[config.mk]
export PLATFORM = sky130hd
export DESIGN_NAME = sam_regs
export DESIGN_NICKNAME = d
export VERILOG_FILES = /design/src/sam_pkg.sv /design/src/sam_addr_shifter.sv /design/src/sam_regs.sv
export VERILOG_INCLUDE_DIRS = /design/src /design/src/src
export SDC_FILE = /design/constraint.sdc
export NUM_CORES = 1
export LEC_CHECK = 0
export BUFFER_PORTS_ARGS = -buffer_cell sky130_fd_sc_hd__buf_2
export CAP_MARGIN = 20
export CORE_ASPECT_RATIO = 0.8
export CORE_MARGIN = 2
export CORE_UTILIZATION = 53
export CTS_CLUSTER_DIAMETER = 120
export DETAILED_ROUTE_END_ITERATION = 6
export GPL_TIMING_DRIVEN = 0
export MAX_ROUTING_LAYER = met4
export PLACE_DENSITY_LB_ADDON = 0.12
export SYNTH_ARGS = -nofsm -noshare
export SYNTH_HDL_FRONTEND = slang
export SYNTH_SLANG_ARGS = --single-unit
[constraint.sdc]
create_clock -name core_clk_in -period 1.9 [get_ports core_clk_in]
set_input_delay 0.095 -clock core_clk_in [delete_from_list [all_inputs] [get_ports core_clk_in]]
set_output_delay 0.095 -clock core_clk_in [all_outputs]
set_load 0.005 [all_outputs]
[src/sam_params.svh]
// Constants for the station address and mode register bank.
// Assumes a single 125 MHz core clock and a synchronous active-high reset.
// How it works
// - Station address bits 47:32 kept in 16 bits, undefined until loaded.
// - Station address leaves the serialiser bit 0 first, bit 47 last.
// - Address and mode bits accessible only while stop or suspend is set.
// - Init routine loads mode fields from init block; host writes also accepted.
// - Bit 12 set disables link pulse monitoring; meaningful on twisted pair only.
// - Bit 11 set disables receive polarity correction; twisted pair only.
// - Bit 10 selects whether internal loopback includes the Manchester codec.
// - Bit 9 on twisted pair lowers receive threshold 4.5 dB; reset clears it.
// - Bit 9 on AUI picks transmit idle level; not under automatic selection.
// - Bits 8-7 pick port: 00 AUI, 01 twisted pair, 10 serial, 11 reserved.
// - Software port choice applies only while media-select bit is 0.
// - Reset clears threshold bit and port select, giving AUI standard settings.
// - Internal loopback bit accessible only while stop is set.
// - Retry disable gives one attempt; otherwise up to 16 attempts.
// - Loop, internal and codec bits decode into four loopback modes.
`ifndef SAM_PARAMS_SVH
`define SAM_PARAMS_SVH

`define SAM_IDX_ADDR_HI 7'h0e
`define SAM_IDX_MODE 7'h0f
`define SAM_BIT_LINK 12
`define SAM_BIT_POL 11
`define SAM_BIT_CODEC 10
`define SAM_BIT_THR 9
`define SAM_PSEL_HI 8
`define SAM_PSEL_LO 7
`define SAM_BIT_ILOOP 6
`define SAM_BIT_RETRY 5
`define SAM_MODE_MASK 16'h1fe0
`define SAM_ILOOP_MASK 16'h0040
`define SAM_MODE_RST 16'h0000
`define SAM_ADDR_RST 16'h0000
`define SAM_RDATA_ZERO 16'h0000
`define SAM_TRIES_ONE 5'h01
`define SAM_TRIES_MAX 5'h10
`define SAM_ADDR_LAST 6'h2f
`define SAM_CNT_ZERO 6'h00
`define SAM_CNT_ONE 6'h01
`define SAM_WORD_RST 48'h000000000000

`endif

[src/sam_pkg.sv]
// Types shared by the station address and mode register bank.
// Assumes nothing beyond a SystemVerilog compiler.
package sam_pkg;
    typedef enum logic [1:0] {
        SAM_PORT_AUI,
        SAM_PORT_TP,
        SAM_PORT_SERIAL,
        SAM_PORT_RSVD
    } sam_port_t;

    typedef enum logic [1:0] {
        SAM_LOOP_NONE,
        SAM_LOOP_EXT,
        SAM_LOOP_INT_CODEC,
        SAM_LOOP_INT_BYPASS
    } sam_loop_t;

    typedef enum logic {
        SAM_SH_IDLE,
        SAM_SH_RUN
    } sam_shift_state_t;
endpackage

[src/sam_addr_shifter.sv]
// Serialiser that sends the 48-bit station address onto the wire side.
// Assumes start is a one-cycle pulse; starts while busy are dropped.
`include "sam_params.svh"

module sam_addr_shifter
    import sam_pkg::*;
(
    input wire logic core_clk_in,
    input wire logic rst_in,
    input wire logic start_in,
    input wire logic [47:0] word_in,
    output logic bit_out,
    output logic valid_out
);
    sam_shift_state_t state_r;
    logic [47:0] shift_r;
    logic [5:0] cnt_r;

    // Low bit goes out first, bit 47 last
    always_ff @(posedge core_clk_in) begin
        if (rst_in) begin
            state_r <= SAM_SH_IDLE;
            shift_r <= `SAM_WORD_RST;
            cnt_r <= `SAM_CNT_ZERO;
            bit_out <= 1'b0;
            valid_out <= 1'b0;
        end else begin
            unique case (state_r)
                SAM_SH_IDLE: begin
                    if (start_in) begin
                        state_r <= SAM_SH_RUN;
                        shift_r <= word_in;
                        bit_out <= word_in[0];
                        valid_out <= 1'b1;
                        cnt_r <= `SAM_CNT_ZERO;
                    end
                end
                SAM_SH_RUN: begin
                    if (cnt_r == `SAM_ADDR_LAST) begin
                        state_r <= SAM_SH_IDLE;
                        valid_out <= 1'b0;
                        bit_out <= 1'b0;
                    end else begin
                        shift_r <= shift_r >> 1;
                        bit_out <= shift_r[1];
                        cnt_r <= cnt_r + `SAM_CNT_ONE;
                    end
                end
            endcase
        end
    end
endmodule

[src/sam_regs.sv]
// Station address high word and operating mode register bank.
// Assumes the controller core supplies stop, suspend, init-load and loop
// levels synchronous to core_clk_in, and reads the decoded mode outputs.
`include "sam_params.svh"

module sam_regs
    import sam_pkg::*;
(
    input wire logic core_clk_in,
    input wire logic rst_in,
    input wire logic [6:0] csr_index_in,
    input wire logic csr_wr_in,
    input wire logic csr_rd_in,
    input wire logic [15:0] csr_wdata_in,
    output logic [15:0] csr_rdata_out,
    output logic csr_rdata_valid_out,
    input wire logic init_load_in,
    input wire logic [15:0] init_addr_hi_in,
    input wire logic [15:0] init_mode_in,
    input wire logic stop_flag_in,
    input wire logic suspend_flag_in,
    input wire logic media_auto_in,
    input wire logic auto_port_tp_in,
    input wire logic loop_enable_in,
    input wire logic [31:0] addr_low_in,
    input wire logic addr_tx_start_in,
    output logic addr_tx_bit_out,
    output logic addr_tx_valid_out,
    output logic [15:0] station_address_hi_out,
    output logic address_loaded_out,
    output logic link_monitor_disable_out,
    output logic polarity_fix_disable_out,
    output logic codec_loopback_select_out,
    output logic low_rx_threshold_out,
    output logic aui_idle_level_select_out,
    output logic [1:0] active_port_out,
    output logic internal_loopback_out,
    output logic [1:0] loopback_mode_out,
    output logic [4:0] max_tx_attempts_out
);
    logic [15:0] addr_hi_r;
    logic [15:0] mode_r;
    logic loaded_r;
    logic access_ok;
    logic wr_addr;
    logic wr_mode;
    logic [15:0] mode_wr_nxt;
    sam_port_t port_nxt;
    sam_loop_t loop_nxt;

    // Either stop or suspend opens the bank; internal loopback wants stop alone
    assign access_ok = stop_flag_in | suspend_flag_in;
    assign wr_addr = csr_wr_in && access_ok && csr_index_in == `SAM_IDX_ADDR_HI;
    assign wr_mode = csr_wr_in && access_ok && csr_index_in == `SAM_IDX_MODE;

    // Merge of a host mode write: bit 6 keeps its value unless stopped
    always_comb begin
        mode_wr_nxt = csr_wdata_in & `SAM_MODE_MASK & ~`SAM_ILOOP_MASK;
        if (stop_flag_in) begin
            mode_wr_nxt = mode_wr_nxt | (csr_wdata_in & `SAM_ILOOP_MASK);
        end else begin
            mode_wr_nxt = mode_wr_nxt | (mode_r & `SAM_ILOOP_MASK);
        end
    end

    // Address word: init block load wins over a host write in the same cycle
    always_ff @(posedge core_clk_in) begin
        if (rst_in) begin
            addr_hi_r <= `SAM_ADDR_RST;
            loaded_r <= 1'b0;
        end else if (init_load_in) begin
            addr_hi_r <= init_addr_hi_in;
            loaded_r <= 1'b1;
        end else if (wr_addr) begin
            addr_hi_r <= csr_wdata_in;
            loaded_r <= 1'b1;
        end
    end

    // Mode word; reset clears all held bits, AUI with standard settings
    always_ff @(posedge core_clk_in) begin
        if (rst_in) begin
            mode_r <= `SAM_MODE_RST;
        end else if (init_load_in) begin
            mode_r <= init_mode_in & `SAM_MODE_MASK;
        end else if (wr_mode) begin
            mode_r <= mode_wr_nxt;
        end
    end

    // Register read port; locked bank reads as zero rather than stale data
    always_ff @(posedge core_clk_in) begin
        if (rst_in) begin
            csr_rdata_out <= `SAM_RDATA_ZERO;
            csr_rdata_valid_out <= 1'b0;
        end else begin
            csr_rdata_valid_out <= csr_rd_in;
            csr_rdata_out <= `SAM_RDATA_ZERO;
            if (csr_rd_in && access_ok) begin
                if (csr_index_in == `SAM_IDX_ADDR_HI) begin
                    csr_rdata_out <= addr_hi_r;
                end else if (csr_index_in == `SAM_IDX_MODE) begin
                    csr_rdata_out <= stop_flag_in ? mode_r : (mode_r & ~`SAM_ILOOP_MASK);
                end
            end
        end
    end

    // Port choice: software field only when media select is clear
    always_comb begin
        if (media_auto_in) begin
            port_nxt = auto_port_tp_in ? SAM_PORT_TP : SAM_PORT_AUI;
        end else begin
            port_nxt = sam_port_t'(mode_r[`SAM_PSEL_HI:`SAM_PSEL_LO]);
        end
    end

    // Loopback decode from loop, internal and codec bits
    always_comb begin
        if (!loop_enable_in) begin
            loop_nxt = SAM_LOOP_NONE;
        end else if (!mode_r[`SAM_BIT_ILOOP]) begin
            loop_nxt = SAM_LOOP_EXT;
        end else if (!mode_r[`SAM_BIT_CODEC]) begin
            loop_nxt = SAM_LOOP_INT_CODEC;
        end else begin
            loop_nxt = SAM_LOOP_INT_BYPASS;
        end
    end

    // Decoded controls, registered so the core sees clean levels
    always_ff @(posedge core_clk_in) begin
        if (rst_in) begin
            link_monitor_disable_out <= 1'b0;
            polarity_fix_disable_out <= 1'b0;
            codec_loopback_select_out <= 1'b0;
            low_rx_threshold_out <= 1'b0;
            aui_idle_level_select_out <= 1'b0;
            active_port_out <= SAM_PORT_AUI;
            internal_loopback_out <= 1'b0;
            loopback_mode_out <= SAM_LOOP_NONE;
            max_tx_attempts_out <= `SAM_TRIES_MAX;
        end else begin
            link_monitor_disable_out <= mode_r[`SAM_BIT_LINK] && port_nxt == SAM_PORT_TP;
            polarity_fix_disable_out <= mode_r[`SAM_BIT_POL] && port_nxt == SAM_PORT_TP;
            codec_loopback_select_out <= mode_r[`SAM_BIT_CODEC];
            low_rx_threshold_out <= mode_r[`SAM_BIT_THR] && port_nxt == SAM_PORT_TP;
            aui_idle_level_select_out <= mode_r[`SAM_BIT_THR] && port_nxt == SAM_PORT_AUI
                && !media_auto_in;
            active_port_out <= port_nxt;
            internal_loopback_out <= mode_r[`SAM_BIT_ILOOP];
            loopback_mode_out <= loop_nxt;
            max_tx_attempts_out <= mode_r[`SAM_BIT_RETRY] ? `SAM_TRIES_ONE
                : `SAM_TRIES_MAX;
        end
    end

    // Plain copies kept as flops for the output rule
    always_ff @(posedge core_clk_in) begin
        if (rst_in) begin
            station_address_hi_out <= `SAM_ADDR_RST;
            address_loaded_out <= 1'b0;
        end else begin
            station_address_hi_out <= addr_hi_r;
            address_loaded_out <= loaded_r;
        end
    end

    // Wire-order serialiser for the full 48-bit address
    sam_addr_shifter u_shifter (
        .core_clk_in(core_clk_in),
        .rst_in(rst_in),
        .start_in(addr_tx_start_in),
        .word_in({addr_hi_r, addr_low_in}),
        .bit_out(addr_tx_bit_out),
        .valid_out(addr_tx_valid_out)
    );
endmodule

==> impl_metrics.ini <==
[run_status]
status = completed

[floorplanning]
die_w_um = 119
design.core.area_sq_um = 10300
initial_core_util = 0.546
rows = 33
dieArea_sq_um = 11400
io_pins = 149
die_h_um = 96.1

[placement]
placed_cell_area_sq_um = 6470
hpwlAfterDp_um = 11600
io_buffer_count = 134
pre_cts_ws_ns = -0.172
gp_congestion = 0.923

[critical_path]
crit_type = flop to flop
worstPathArrival_ns = 2.12
end_kind = flop
crit_fanout = 10
start_kind = flop
cp.required_ns = 2.19

[timing]
slew_headroom = 0.344
hold_viol = 0
post-route-min-period_ns = 1.83
period_share = 0.963
setup_viol = 0
drv_slew = 0
rsz0062_at_grt = yes
finalWorstSetupSlack_ns = 0.0706
holdWs_ns = 0.0328
fin_worst_skew_ns = 0.00534
worstMarginPinSlew_ns = 0.979
fmax_mhz = 547

[clock_network]
clk_pin_slew_ns = 0.06
h-tree-depth = 4
cts_buffer_depth = 2
clkLatencyLatePin_ns = 0.42
cts_buffers = 17
cts.sinks = 127
cts.root.buffer_cell = clkbuf_16
cts_tree = yes
postCtsSetupRepairBufs = 0

[synth]
yosys.area.top_type_share = 0.453
synth_cell_type_count = 47
synth_area_leaders = dfxtp_1 45%, mux2i_1 9.6%, nor3_1 8.3%
synth-main-ff-cell = dfxtp_1
yosys.area.top_type = dfxtp_1
synth.cell_area_sq_um = 5620
avgSynthCellArea_sq_um = 9.42
async_flop_share = 0
synth_edf_count = 0
netlist_instances = 596
ys_ff_latch = 127
ys_seq_area_frac = 0.453
ys_warn_count = 0

[grt]
grt_pass1_wl_um = 26500
grt_use_total = 0.306
first_global_vias = 5330
grt_max_degree = 17
antenna_found_initial = 0
grt-ovfl-total = 0

[routing]
ant_nets = 0
vias_per_cell = 6.11
routed_wl_um = 17100
initialDrtViolationCount = 577
firstDrtPassIters = 5
drc = 0
wl_per_cell_um = 18.3
vias = 5727

[hold_path]
hold_path_class = primary input to flop

[layout]
layout_common_cells = 149 x buf_2, 126 x dfxtp_1, 93 x nor3_1
layout-drive-gt1-share = 0.252
syn_to_final_growth_pct = 33.0
layout_commonest_cell = buf_2
fill_cells = 778
finalInstanceArea_sq_um = 7470
layout.nets = 883
n_antenna_cell = 0

[power]
p_int_w = 0.00519
p_leak_nw = 3.04
p_per_area_nw_per_um2 = 931
p_sw_frac = 0.253
vdd_drop_max_uv = 691
combinationalPowerShare = 0.115
power_frac_seq = 0.425
clkPwrFrac = 0.460
power_switching_w = 0.00176
power_w = 0.00696

[run]
max_cap_violations = 0
-- power groups by stage --
stage	logic [W]	registers (W)	clock network [W]
after floorplan	0.000447	0.00297	0
after global placement	0.000679	0.00300	0
after detailed placement	0.000704	0.00300	0
after CTS	0.000765	0.00295	0.00323
after global routing	0.000866	0.00297	0.00335
final	0.000800	0.00296	0.00320
-- cells by family (layout without fill, tap and decap cells) --
group	count (synthesis)	after routing	share of synthesized area
AOI/OAI and AO/OA	138	138	0.203
adders and majority gates	1	1	0.00223
DFF	127	127	0.453
buffers and inverters	92	291	0.0671
other	1	3	0.000668
muxes	54	54	0.0963
and+or+nand+nor	183	183	0.178
-- critical path, cell delays in order (launching register included) --
cell       delay [ns]
dfxtp_1          0.40
ha_4             0.19
nand2_1          0.11
o22a_1           0.22
buf_2            0.20
buf_2            0.21
a2111oi_1        0.38
-- routing by layer --
| metal | share of wire | vias to the layer above | track usage |
|---|---|---|---|
| li1 | - | 2653 | - |
| met1 | 0.43 | 2706 | 0.391 |
| met2 | 0.45 | 326 | 0.468 |
| met3 | 0.096 | 42 | 0.0877 |
| met4 | 0.020 | 0 | 0.107 |
| met5 | 0 | - | - |
-- cells in the mapped netlist, types with 2 or more instances --
master       n
a31oi_1      2
a311oi_1     4
buf_2       13
a41oi_1     19
nand3_1      6
o31ai_1     24
a2111oi_0   46
nand2b_1     4
and3_1       3
inv_1       26
or3_1        2
nor2b_1     22
o32ai_1      2
mux2i_1     54
and2_1      14
a221oi_1    17
clkbuf_1    47
nor3_1      93
o21ai_0      2
nand4_1      6
nand2_1      9
a21oi_1      7
o211ai_1     3
buf_1        2
nor2_1      16
dfxtp_1    127
a211oi_1     3
buf_4        4
-- final timing paths --
kind | cells past startpoint | startpoint | slack (ns) | end
worst max-delay path | 6 | u_shifter.cnt_r[1]$_SDFFE_PP0P_ | 0.07 | u_shifter.shift_r[39]$_SDFFE_PP0P_
worst min-delay path | 3 | addr_low_in[10] | 0.03 | u_shifter.shift_r[10]$_SDFFE_PP0P_
worst max register to register | 6 | u_shifter.cnt_r[1]$_SDFFE_PP0P_ | 0.07 | u_shifter.shift_r[39]$_SDFFE_PP0P_
worst min register to register | 1 | mode_r[5]$_SDFFE_PP0P_ | 0.44 | max_tx_attempts_out[4]$_SDFF_PP1_
-- final cells by class --
type	count	area, sq um	share of cell area
clock buffer	19	453	0.0606
buffer	66	284	0.0380
inverter	26	97.6	0.0131
timing repair buffer	167	1000	0.134
multi-input combinational	379	2780	0.372
sequential	127	2540	0.340
clock inverter	13	139	0.0186
tap	140	175	0.0234
-- metrics by stage --
stage / setup TNS (ns) / std cells / utilization
6_report: 0 / 937 / 0.727
3_5_place_dp: -1.34 / 872 / 0.629
3_3_place_gp: -0.0957 / 872 / 0.629
2_1_floorplan: 0 / 598 / -
5_1_grt: -0.290 / 937 / 0.727
4_1_cts: 0 / 937 / 0.720
-- state kept, by name, indices dropped and copies added (netlist names) --
name	flops
u_shifter.shift_r	47
addr_hi_r	16
csr_rdata_out	16
station_address_hi_out	16
mode_r	8
u_shifter.cnt_r	6
active_port_out	2
loopback_mode_out	2
max_tx_attempts_out	2
address_loaded_out	1
aui_idle_level_select_out	1
codec_loopback_select_out	1
csr_rdata_valid_out	1
internal_loopback_out	1
link_monitor_disable_out	1
loaded_r	1
low_rx_threshold_out	1
polarity_fix_disable_out	1
u_shifter.bit_out	1
u_shifter.state_r	1
u_shifter.valid_out	1
-- timing repair --
action,in CTS,in global routing
endpoints found under the setup margin,19,28
gates cloned,0,0
endpoints found under the hold margin,29,0
hold buffers,33,0
gates resized for setup,6,25
Note: power is estimated with default switching activity, not from simulation.
